**src/include/csw_pkg.sv**
```systemverilog
// Purpose: Shared constants and types for the position-mode status word builder.
// Assumes: One 20 MHz clock; inputs from the drive core are on the same clock unless said otherwise.
// Notes: Bit positions and state codes are named here once and used by name.
package csw_pkg;

  // ****************************************
  // Status word bit positions
  // ****************************************
  localparam int unsigned CSW_BIT_TORQUE = 15;
  localparam int unsigned CSW_BIT_FOLLOW = 13;
  localparam int unsigned CSW_BIT_TARGET = 12;
  localparam int unsigned CSW_BIT_LIMIT = 11;
  localparam int unsigned CSW_BIT_REMOTE = 9;
  localparam int unsigned CSW_BIT_WARN = 7;
  localparam int unsigned CSW_BIT_VOLT = 4;
  localparam int unsigned CSW_CTRL_HALT = 8;
  localparam logic [15:0] CSW_RESET_WORD = 16'h0000;
  // Top bit of the state code field; the field runs down to bit 0.
  localparam int unsigned CSW_STATE_MSB = 6;
  // Voltage bit as it sits inside the state code field.
  localparam logic [6:0] CSW_CODE_VOLT = 7'h10;
  // Bits 14, 10 and 8 carry nothing in this mode.
  localparam logic [15:0] CSW_UNUSED_MASK = 16'h4500;
  localparam logic [31:0] CSW_TARGET_RESET = 32'h00000000;

  // ****************************************
  // Alarm codes that release the following-error flag
  // ****************************************
  localparam logic [7:0] CSW_ALM_DEVIATION = 8'h10;
  localparam logic [7:0] CSW_ALM_OVERLOAD = 8'h30;

  // ****************************************
  // Drive state machine states, one-hot
  // ****************************************
  typedef enum logic [8:0] {
    CSW_ST_START = 9'h001,
    CSW_ST_NOT_READY = 9'h002,
    CSW_ST_FAULT = 9'h004,
    CSW_ST_FAULT_REACT = 9'h008,
    CSW_ST_SW_ON_DIS = 9'h010,
    CSW_ST_READY = 9'h020,
    CSW_ST_SWITCHED_ON = 9'h040,
    CSW_ST_OP_ENABLED = 9'h080,
    CSW_ST_QUICK_STOP = 9'h100
  } csw_state_t;

  // State codes for bits 6..0, voltage bit left at zero and filled later.
  localparam logic [6:0] CSW_CODE_OFF = 7'h00;
  localparam logic [6:0] CSW_CODE_FAULT = 7'h28;
  localparam logic [6:0] CSW_CODE_FAULT_REACT = 7'h2f;
  localparam logic [6:0] CSW_CODE_SW_ON_DIS = 7'h60;
  localparam logic [6:0] CSW_CODE_READY = 7'h21;
  localparam logic [6:0] CSW_CODE_SWITCHED_ON = 7'h23;
  localparam logic [6:0] CSW_CODE_OP_ENABLED = 7'h27;
  localparam logic [6:0] CSW_CODE_QUICK_STOP = 7'h07;

  // Limit sources gathered together.
  typedef struct packed {
    logic forward_limit_sensor;
    logic reverse_limit_sensor;
    logic forward_prohibit_input;
    logic reverse_prohibit_input;
    logic software_limit;
    logic mechanical_limit;
  } csw_limits_t;

  // Alarm clear event from the alarm logic.
  typedef struct packed {
    logic valid;
    logic [7:0] code;
  } csw_alarm_clr_t;

endpackage : csw_pkg

```
**src/verilog/csw_status_word.sv**
```systemverilog
// Purpose: Builds the 16-bit drive status word for cyclic synchronous position mode.
// Assumes: Drive core signals share core_clk_in; the stop input is a pin and is filtered.
// Notes: The word and the target acceptance strobe are registered; one cycle of latency.
`timescale 1ns/100ps

// Operation
// - Bit 15 is high while output torque sits at its upper limit.
// - Bit 13 sets when position deviation exceeds the following-error window.
// - Bit 13 clears only when deviation alarm 10h or overload alarm 30h clears.
// - Bit 12 low, target ignored, if not enabled, unexcited, halt, stop or limit.
// - Otherwise bit 12 high and the commanded target position is accepted.
// - Bit 11 high while any limit sensor, prohibit input, software or mechanical limit.
// - Bit 9 is set once initialization has completed.
// - Bit 7 follows warning presence and clears by itself when causes vanish.
// - Bits 6..0 carry the drive state machine status output.
// - Bits 6..0 use the fixed code of each drive state.
// - Bit 4 shows main power presence in every state.
// - Control word bit 8 high requests an immediate stop.
module csw_status_word
  import csw_pkg::*;
(
  input wire logic core_clk_in, // 20 MHz core clock.
  input wire logic rst_b_in, // Asynchronous reset, active low.
  input wire csw_state_t drive_state_in, // Drive state machine state.
  input wire logic [15:0] control_word_in, // Control word from the master.
  input wire logic torque_limit_reached_in, // Torque at upper limit.
  input wire logic deviation_over_in, // Deviation beyond the window, level.
  input wire csw_alarm_clr_t alarm_clear_in, // Alarm clear event with its code.
  input wire logic motor_excited_in, // Motor is excited.
  input wire logic stop_pin_in, // Stop input pin, asynchronous.
  input wire csw_limits_t limits_in, // Internal limit sources.
  input wire logic init_done_in, // Initialization complete.
  input wire logic warning_present_in, // Any warning cause present.
  input wire logic main_power_in, // Main power present.
  input wire logic [31:0] target_pos_in, // Commanded target position.
  output logic [15:0] drive_status_word_out, // Status word.
  output logic [31:0] accepted_target_out, // Last accepted target position.
  output logic immediate_stop_out // Immediate stop request.
);

  // ****************************************
  // Helpers
  // ****************************************
  // Maps a drive state to its bits 6..0 code.
  function automatic logic [6:0] state_code(input csw_state_t st);
    logic [6:0] c;
    c = CSW_CODE_OFF;
    case (st)
      CSW_ST_FAULT: c = CSW_CODE_FAULT;
      CSW_ST_FAULT_REACT: c = CSW_CODE_FAULT_REACT;
      CSW_ST_SW_ON_DIS: c = CSW_CODE_SW_ON_DIS;
      CSW_ST_READY: c = CSW_CODE_READY;
      CSW_ST_SWITCHED_ON: c = CSW_CODE_SWITCHED_ON;
      CSW_ST_OP_ENABLED: c = CSW_CODE_OP_ENABLED;
      CSW_ST_QUICK_STOP: c = CSW_CODE_QUICK_STOP;
      default: c = CSW_CODE_OFF;
    endcase
    return c;
  endfunction : state_code

  // ****************************************
  // Stop pin filter
  // ****************************************
  logic stop_s1_q, stop_s2_q, stop_s3_q, stop_q;
  logic stop_d;

  // A change counts only once the second and third stages agree.
  always_comb begin
    stop_d = stop_q;
    if (stop_s2_q == stop_s3_q) begin
      stop_d = stop_s3_q;
    end
  end

  always_ff @(posedge core_clk_in or negedge rst_b_in) begin
    if (!rst_b_in) begin
      stop_s1_q <= 1'b0;
      stop_s2_q <= 1'b0;
      stop_s3_q <= 1'b0;
      stop_q <= 1'b0;
    end else begin
      stop_s1_q <= stop_pin_in;
      stop_s2_q <= stop_s1_q;
      stop_s3_q <= stop_s2_q;
      stop_q <= stop_d;
    end
  end

  // ****************************************
  // Status word, sticky flag and target acceptance
  // ****************************************
  logic follow_q, follow_d;
  logic [15:0] word_q, word_d;
  logic [31:0] target_q, target_d;
  logic halt_q, halt_d;
  logic limit_any, target_ok, follow_release;

  // Following error is sticky; a new excursion beats a release in the same cycle.
  always_comb begin
    limit_any = |limits_in;
    halt_d = control_word_in[CSW_CTRL_HALT];
    follow_release = alarm_clear_in.valid &&
      (alarm_clear_in.code == CSW_ALM_DEVIATION || alarm_clear_in.code == CSW_ALM_OVERLOAD);
    follow_d = follow_q;
    if (deviation_over_in) begin
      follow_d = 1'b1;
    end else if (follow_release) begin
      follow_d = 1'b0;
    end
    // Halt is taken straight from the control word so no stale target slips through.
    target_ok = (drive_state_in == CSW_ST_OP_ENABLED) && motor_excited_in &&
      !control_word_in[CSW_CTRL_HALT] && !stop_q && !limit_any;
    target_d = target_ok ? target_pos_in : target_q;
    word_d = CSW_RESET_WORD;
    word_d[CSW_STATE_MSB:0] = state_code(drive_state_in);
    word_d[CSW_BIT_VOLT] = main_power_in;
    word_d[CSW_BIT_WARN] = warning_present_in;
    word_d[CSW_BIT_REMOTE] = init_done_in;
    word_d[CSW_BIT_LIMIT] = limit_any;
    word_d[CSW_BIT_TARGET] = target_ok;
    word_d[CSW_BIT_FOLLOW] = follow_d;
    word_d[CSW_BIT_TORQUE] = torque_limit_reached_in;
  end

  always_ff @(posedge core_clk_in or negedge rst_b_in) begin
    if (!rst_b_in) begin
      follow_q <= 1'b0;
      word_q <= CSW_RESET_WORD;
      target_q <= CSW_TARGET_RESET;
      halt_q <= 1'b0;
    end else begin
      follow_q <= follow_d;
      word_q <= word_d;
      target_q <= target_d;
      halt_q <= halt_d;
    end
  end

  assign drive_status_word_out = word_q;
  assign accepted_target_out = target_q;
  assign immediate_stop_out = halt_q;
endmodule : csw_status_word

```
**config.mk**
```make
export PLATFORM = sky130hd
export DESIGN_NAME = csw_status_word
export DESIGN_NICKNAME = d
export VERILOG_FILES = /design/src/include/csw_pkg.sv /design/src/verilog/csw_status_word.sv
export SDC_FILE = /design/constraint.sdc
export NUM_CORES = 1
export LEC_CHECK = 0
export BUFFER_PORTS_ARGS = -buffer_cell sky130_fd_sc_hd__buf_2
export CAP_MARGIN = 20
export CORE_MARGIN = 4
export CORE_UTILIZATION = 42
export CTS_CLUSTER_SIZE = 8
export DETAILED_ROUTE_END_ITERATION = 10
export PLACE_DENSITY = 0.84
export SLEW_MARGIN = 25
export SYNTH_ARGS = -nofsm -noshare
export SYNTH_HDL_FRONTEND = slang
export SYNTH_SLANG_ARGS = --single-unit
```
**constraint.sdc**
```tcl
create_clock -name core_clk_in -period 1.72 [get_ports core_clk_in]
set_input_delay 0.516 -clock core_clk_in [delete_from_list [all_inputs] [get_ports core_clk_in]]
set_output_delay 0.516 -clock core_clk_in [all_outputs]
set_load 0.02 [all_outputs]
```
* Word level (Yosys, flattened, before mapping)
Cells that the tools add are included.
** Word-level totals
- Flip-flop bits (word level) :: 51
- Word-level logic and storage cells :: 31
- Output and inout port bits :: 49
** Cells by class
- Equal/unequal tests :: 10
- Reductions and logical operators :: 10
- Mux-type cells :: 3
** Operator list (number)
- $pmux 7 s7 :: 1
- $eq 9x3->1 const B :: 1
- $eq 9x4->1 const B :: 1
- $eq 9x5->1 const B :: 1
- $eq 9x6->1 const B :: 1
- $eq 9x7->1 const B :: 1
- $eq 9x8->1 const B :: 1
- $eq 9x9->1 const B :: 1
- $eq 8x5->1 const B :: 1
- $eq 8x6->1 const B :: 1
- $reduce_or 6->1 :: 1
- $logic_and 1x1->1 :: 5
- $logic_not 1->1 :: 3
- $mux 1 :: 2
- $eq 1x1->1 :: 1
- $logic_or 1x1->1 :: 1

* Longest topological paths before layout
- Depth in word-level cells :: 5
- Gate-level depth with buffers :: 6
- Depth with buffers taken out :: 4

* Least setup slack after synthesis
Ideal clock, no wire load.
- Kind :: input -> register
- Start point :: in drive_state_in[3]
- End point :: reg target_q[0], in the netlist accepted_target_out[0]
- Arrival time :: 1863 ps
- Required time :: 1595 ps
- Path buffers :: 2
- Stages on the path :: 6
- Slack :: -268 ps
- Path through :: buf_6 -> nor3_2 -> nand2_2 -> nor4_4 -> buf_6 -> mux2_4
** Between the ends
- Longest elaborated chain between the ends :: 5
** Ends and longest elaborated chain
- start: declaration :: RTL line csw_status_word.sv:24 : input wire csw_state_t drive_state_in,
- $eq 9x8->1 :: RTL line csw_status_word.sv:111 : target_ok = (drive_state_in == CSW_ST_OP_ENABLED) && motor_excited_in &&
- $logic_and 1x1->1 (2 in a row) :: RTL line csw_status_word.sv:111
- $logic_and 1x1->1 (2 in a row) :: RTL line csw_status_word.sv:112 : !control_word_in[CSW_CTRL_HALT] && !stop_q && !limit_any;
- end signal: assignment :: RTL line csw_status_word.sv:134 : target_q <= target_d;
- end: declaration :: RTL line csw_status_word.sv:94 : logic [31:0] target_q, target_d;
Every way passes these cells.
A chain may end at the register's enable or synchronous reset.

* Worst setup path in the final report
- Start point :: in drive_state_in[5]
- End point :: reg target_q[25], in the netlist accepted_target_out[25]
The elaborated chain is that of the path after synthesis.

==> results.toml <==
[run_status]
status = "complete, no violations"

[power]
cellLeakagePower_uw = 0.001644
final_power_uw = 2166
ir_worst_vdd_uv = 577.0
power_density_nw_per_um2 = 716.4

[route]
wl_met1_um = 2031
routed-wl-met3_um = 444
avgRoutedWirePerCell_um = 15.82
amount_of_wire_on_met2_after_detailed_routing_um = 2718
vias = 1549
drc = 0
highest_layer = "met4"
viasPerCell = 4.694
route.antenna.remaining_nets = 0
route.final.wire_length_um = 5222
firstDrtPassIters = 4
drt_iter0_drc = 26

[floorplanning]
fp.dieW_um = 77.84
starting_density_of_the_core = 0.4336
io-pin-count = 130
placementRows = 25
dieHeight_um = 77.84
core_region_area_sq_um = 4723
die_area_sq_um = 6058

[setup_path]
critPathCaptureType = "register"
cp_slowest_stage_delay_ns = 0.33
regToRegStartpoint = "stop_q"
critPathMostFrequentCell = "sky130_fd_sc_hd__buf_6"
worstSetupPathType = "input port to register"
worstRegToRegCells = 6
timing.reg2reg.setup_slack_ns = 0.06
crit_path_max_fanout = 5
worstSetupStartpointType = "input port"
critPathCapture = "accepted_target_out[25]"
cell_with_the_biggest_individual_delay_on_the_critical_path = "sky130_fd_sc_hd__nor4_4"
timing.rr.end = "accepted_target_out[25]"
timing.critical_path.arrival_ns = 1.86
cp-startpoint = "drive_state_in[5]"
worstPathCellList = "buf_6 > nor2_4 > nand3b_1 > nor4_4 > buf_6 > clkbuf_16 > mux2_4"
crit_required_ns = 1.90

[sta]
layout_min_cycle_time_ns = 1.689
post-route-period-util = 0.9821
setup_ws_ns = 0.03071
finalHoldViolCount = 0
grt_setup_unrepaired = "yes"
timing_max_transition_violations_final = 0
setup_total_negative_slack_ns = 0
timing.final.setup_violations = 0
maxClockFrequency_mhz = 592.0
fin_worst_skew_ns = 0.001659

[place]
number_of_i_o_port_buffers = 110
gpl.final_weighted_congestion = 0.8310
place_ws_ns = -0.3844
hpwl_um = 3854
count_of_placed_standard_cells_including_taps = 315

[global_route]
global_route_wire_length_before_repair_um = 7948
antenna_violations_before_repair = 0
grt_max_degree = 40
grt_pass1_vias = 1653
total_gr_overflow = 0
gr-usage-all-layers = 0.1665

[yosys]
synth.avg_cell_area_sq_um = 15.76
netlist_area_before_placement_sq_um = 2048
netlist_instances = 130
ys_warn_count = 0
synth_cell_type_count = 24
synth_seq_cells = 50
synth_sequential_area_ratio = 0.6109

[final_layout]
relative_area_change_from_synthesis_to_final_layout_pct = 47.59
diodes = 0
post_layout_nonfiller_instances = 330
final_layout_size_suffix_gt1_frac = 0.6692
layout.nets = 343

[clocking]
worst_setup_hold_path_clk_slew_ns = 0.08
tritoncts = "built"
clock_path_buffers = 2
htree_levels = 2
clock_sinks = 50
cts-buffers-inserted = 5
ctsRootBufferMaster = "sky130_fd_sc_hd__clkbuf_8"
hold_buffers = 0
clkLatencyLatePin_ns = 0.29

[run]
timing.max_cap.violations = 0

[worst_hold_path]
hold_path_class = "input port to async pin"
state kept, by name (all words and copies together), names as in the netlist:
register and flops:
stop_s2_q 1, stop_q 1, stop_s1_q 1, drive_status_word_out 13, immediate_stop_out 1, accepted_target_out 32
stop_s3_q 1
repair_timing:
item | in CTS | in global routing
hold endpoints to repair | 0 | 0
gates cloned | 2 | 1
buffers inserted | 2 | 2
resized for setup | 7 | 6
pin swaps | 2 | 3
endpoints found under the setup margin | 24 | 32
logic make-up (layout without fill, tap and decap cells):
kind of cell	count (synthesis)	in the layout	share of synthesized area
fa+ha+maj	1	1	0.004887
xor+xnor	5	5	0.02138
flops	50	50	0.6109
mux	32	32	0.2291
buf+inv	8	139	0.03665
compound gates	8	8	0.02138
simple gates	25	25	0.07392
other cells	1	3	0.001831
layout make-up:
class | count | area [sq um]
fill | 361 | 1700
sequential | 50 | 1251
timing repair buffer | 131 | 819.5
multi-input combinational | 74 | 762.0
tap | 67 | 83.83
clock buffer | 7 | 76.32
clock inverter | 1 | 30.03
worst max-delay path: cells and delay by family:
kind          cells  cell delay (ns)
simple gates      3             0.58
buf+inv           3             0.46
mux               1             0.30
cells in the mapped netlist:
cell type | n | area, sq um
sky130_fd_sc_hd__a21o_1 | 1 | 7.510
sky130_fd_sc_hd__buf_4 | 4 | 30.03
sky130_fd_sc_hd__buf_6 | 4 | 45.04
sky130_fd_sc_hd__conb_1 | 1 | 3.750
sky130_fd_sc_hd__dfrtp_1 | 50 | 1251
sky130_fd_sc_hd__maj3_1 | 1 | 10.01
sky130_fd_sc_hd__mux2_2 | 3 | 33.78
sky130_fd_sc_hd__mux2_4 | 29 | 435.4
sky130_fd_sc_hd__nand2_1 | 6 | 22.52
sky130_fd_sc_hd__nand2_2 | 1 | 6.260
sky130_fd_sc_hd__nand3_1 | 2 | 10.01
sky130_fd_sc_hd__nand3b_1 | 1 | 7.510
sky130_fd_sc_hd__nor2_1 | 5 | 18.77
sky130_fd_sc_hd__nor3_1 | 2 | 10.01
sky130_fd_sc_hd__nor3_2 | 1 | 10.01
sky130_fd_sc_hd__nor4_1 | 3 | 18.77
sky130_fd_sc_hd__nor4_4 | 1 | 21.27
sky130_fd_sc_hd__nor4b_1 | 1 | 8.760
sky130_fd_sc_hd__nor4bb_1 | 1 | 10.01
sky130_fd_sc_hd__o21ai_0 | 6 | 30.03
sky130_fd_sc_hd__o22ai_1 | 1 | 6.260
sky130_fd_sc_hd__or3_2 | 1 | 7.510
sky130_fd_sc_hd__xnor2_1 | 1 | 8.760
sky130_fd_sc_hd__xor2_1 | 4 | 35.03
metrics by stage:
step | util | hold WS [ns] | area (sq um)
2_1_floorplan | - | 0.2204 | 2071
3_5_place_dp | 0.5844 | 0.3389 | 2760
6_report | 0.6400 | 0.09967 | 3023
4_1_cts | 0.6257 | 0.09952 | 2955
5_1_grt | 0.6400 | 0.1105 | 3023
3_3_place_gp | 0.5844 | 0.3327 | 2760
where the power goes:
group | total, uW | switching [uW] | leakage, uW | internal (uW)
Combinational | 198 | 100 | 0.000924 | 97.7
Sequential | 1190 | 4.15 | 0.000668 | 1190
Clock | 776 | 341 | 0.0000524 | 435
worst min-delay path by stage:
stage | cells past startpoint | slack [ns] | endpoint | from
final | 1 | 0.1 | drive_status_word_out[13] | rst_b_in
after global routing | 1 | 0.11 | accepted_target_out[10] | rst_b_in
after CTS | 1 | 0.1 | accepted_target_out[13] | rst_b_in
after detailed placement | 0 | 0.34 | stop_s2_q | stop_s1_q
after global placement | 0 | 0.33 | stop_s2_q | stop_s1_q
after floorplan | 0 | 0.22 | accepted_target_out[0] | rst_b_in
routing by layer:
layer | vias up | GRT usage
met5 | - | 0
met4 | 0 | 0.03737
met3 | 4 | 0.04640
met2 | 84 | 0.2945
met1 | 755 | 0.2005
li1 | 706 | -
layout by cell type (no fill, tap or decap), drive strengths merged:
cell type,netlist,layout
a21o,1,1
buf,8,130
bufinv,0,1
clkbuf,0,8
conb,1,3
dfrtp,50,50
maj3,1,1
mux2,32,32
nand2,7,7
nand3,2,2
nand3b,1,1
nor2,5,5
nor3,3,3
nor4,4,4
nor4b,1,1
nor4bb,1,1
o21ai,6,6
o22ai,1,1
or3,1,1
xnor2,1,1
xor2,4,4
(Power assumes the default switching activity.)
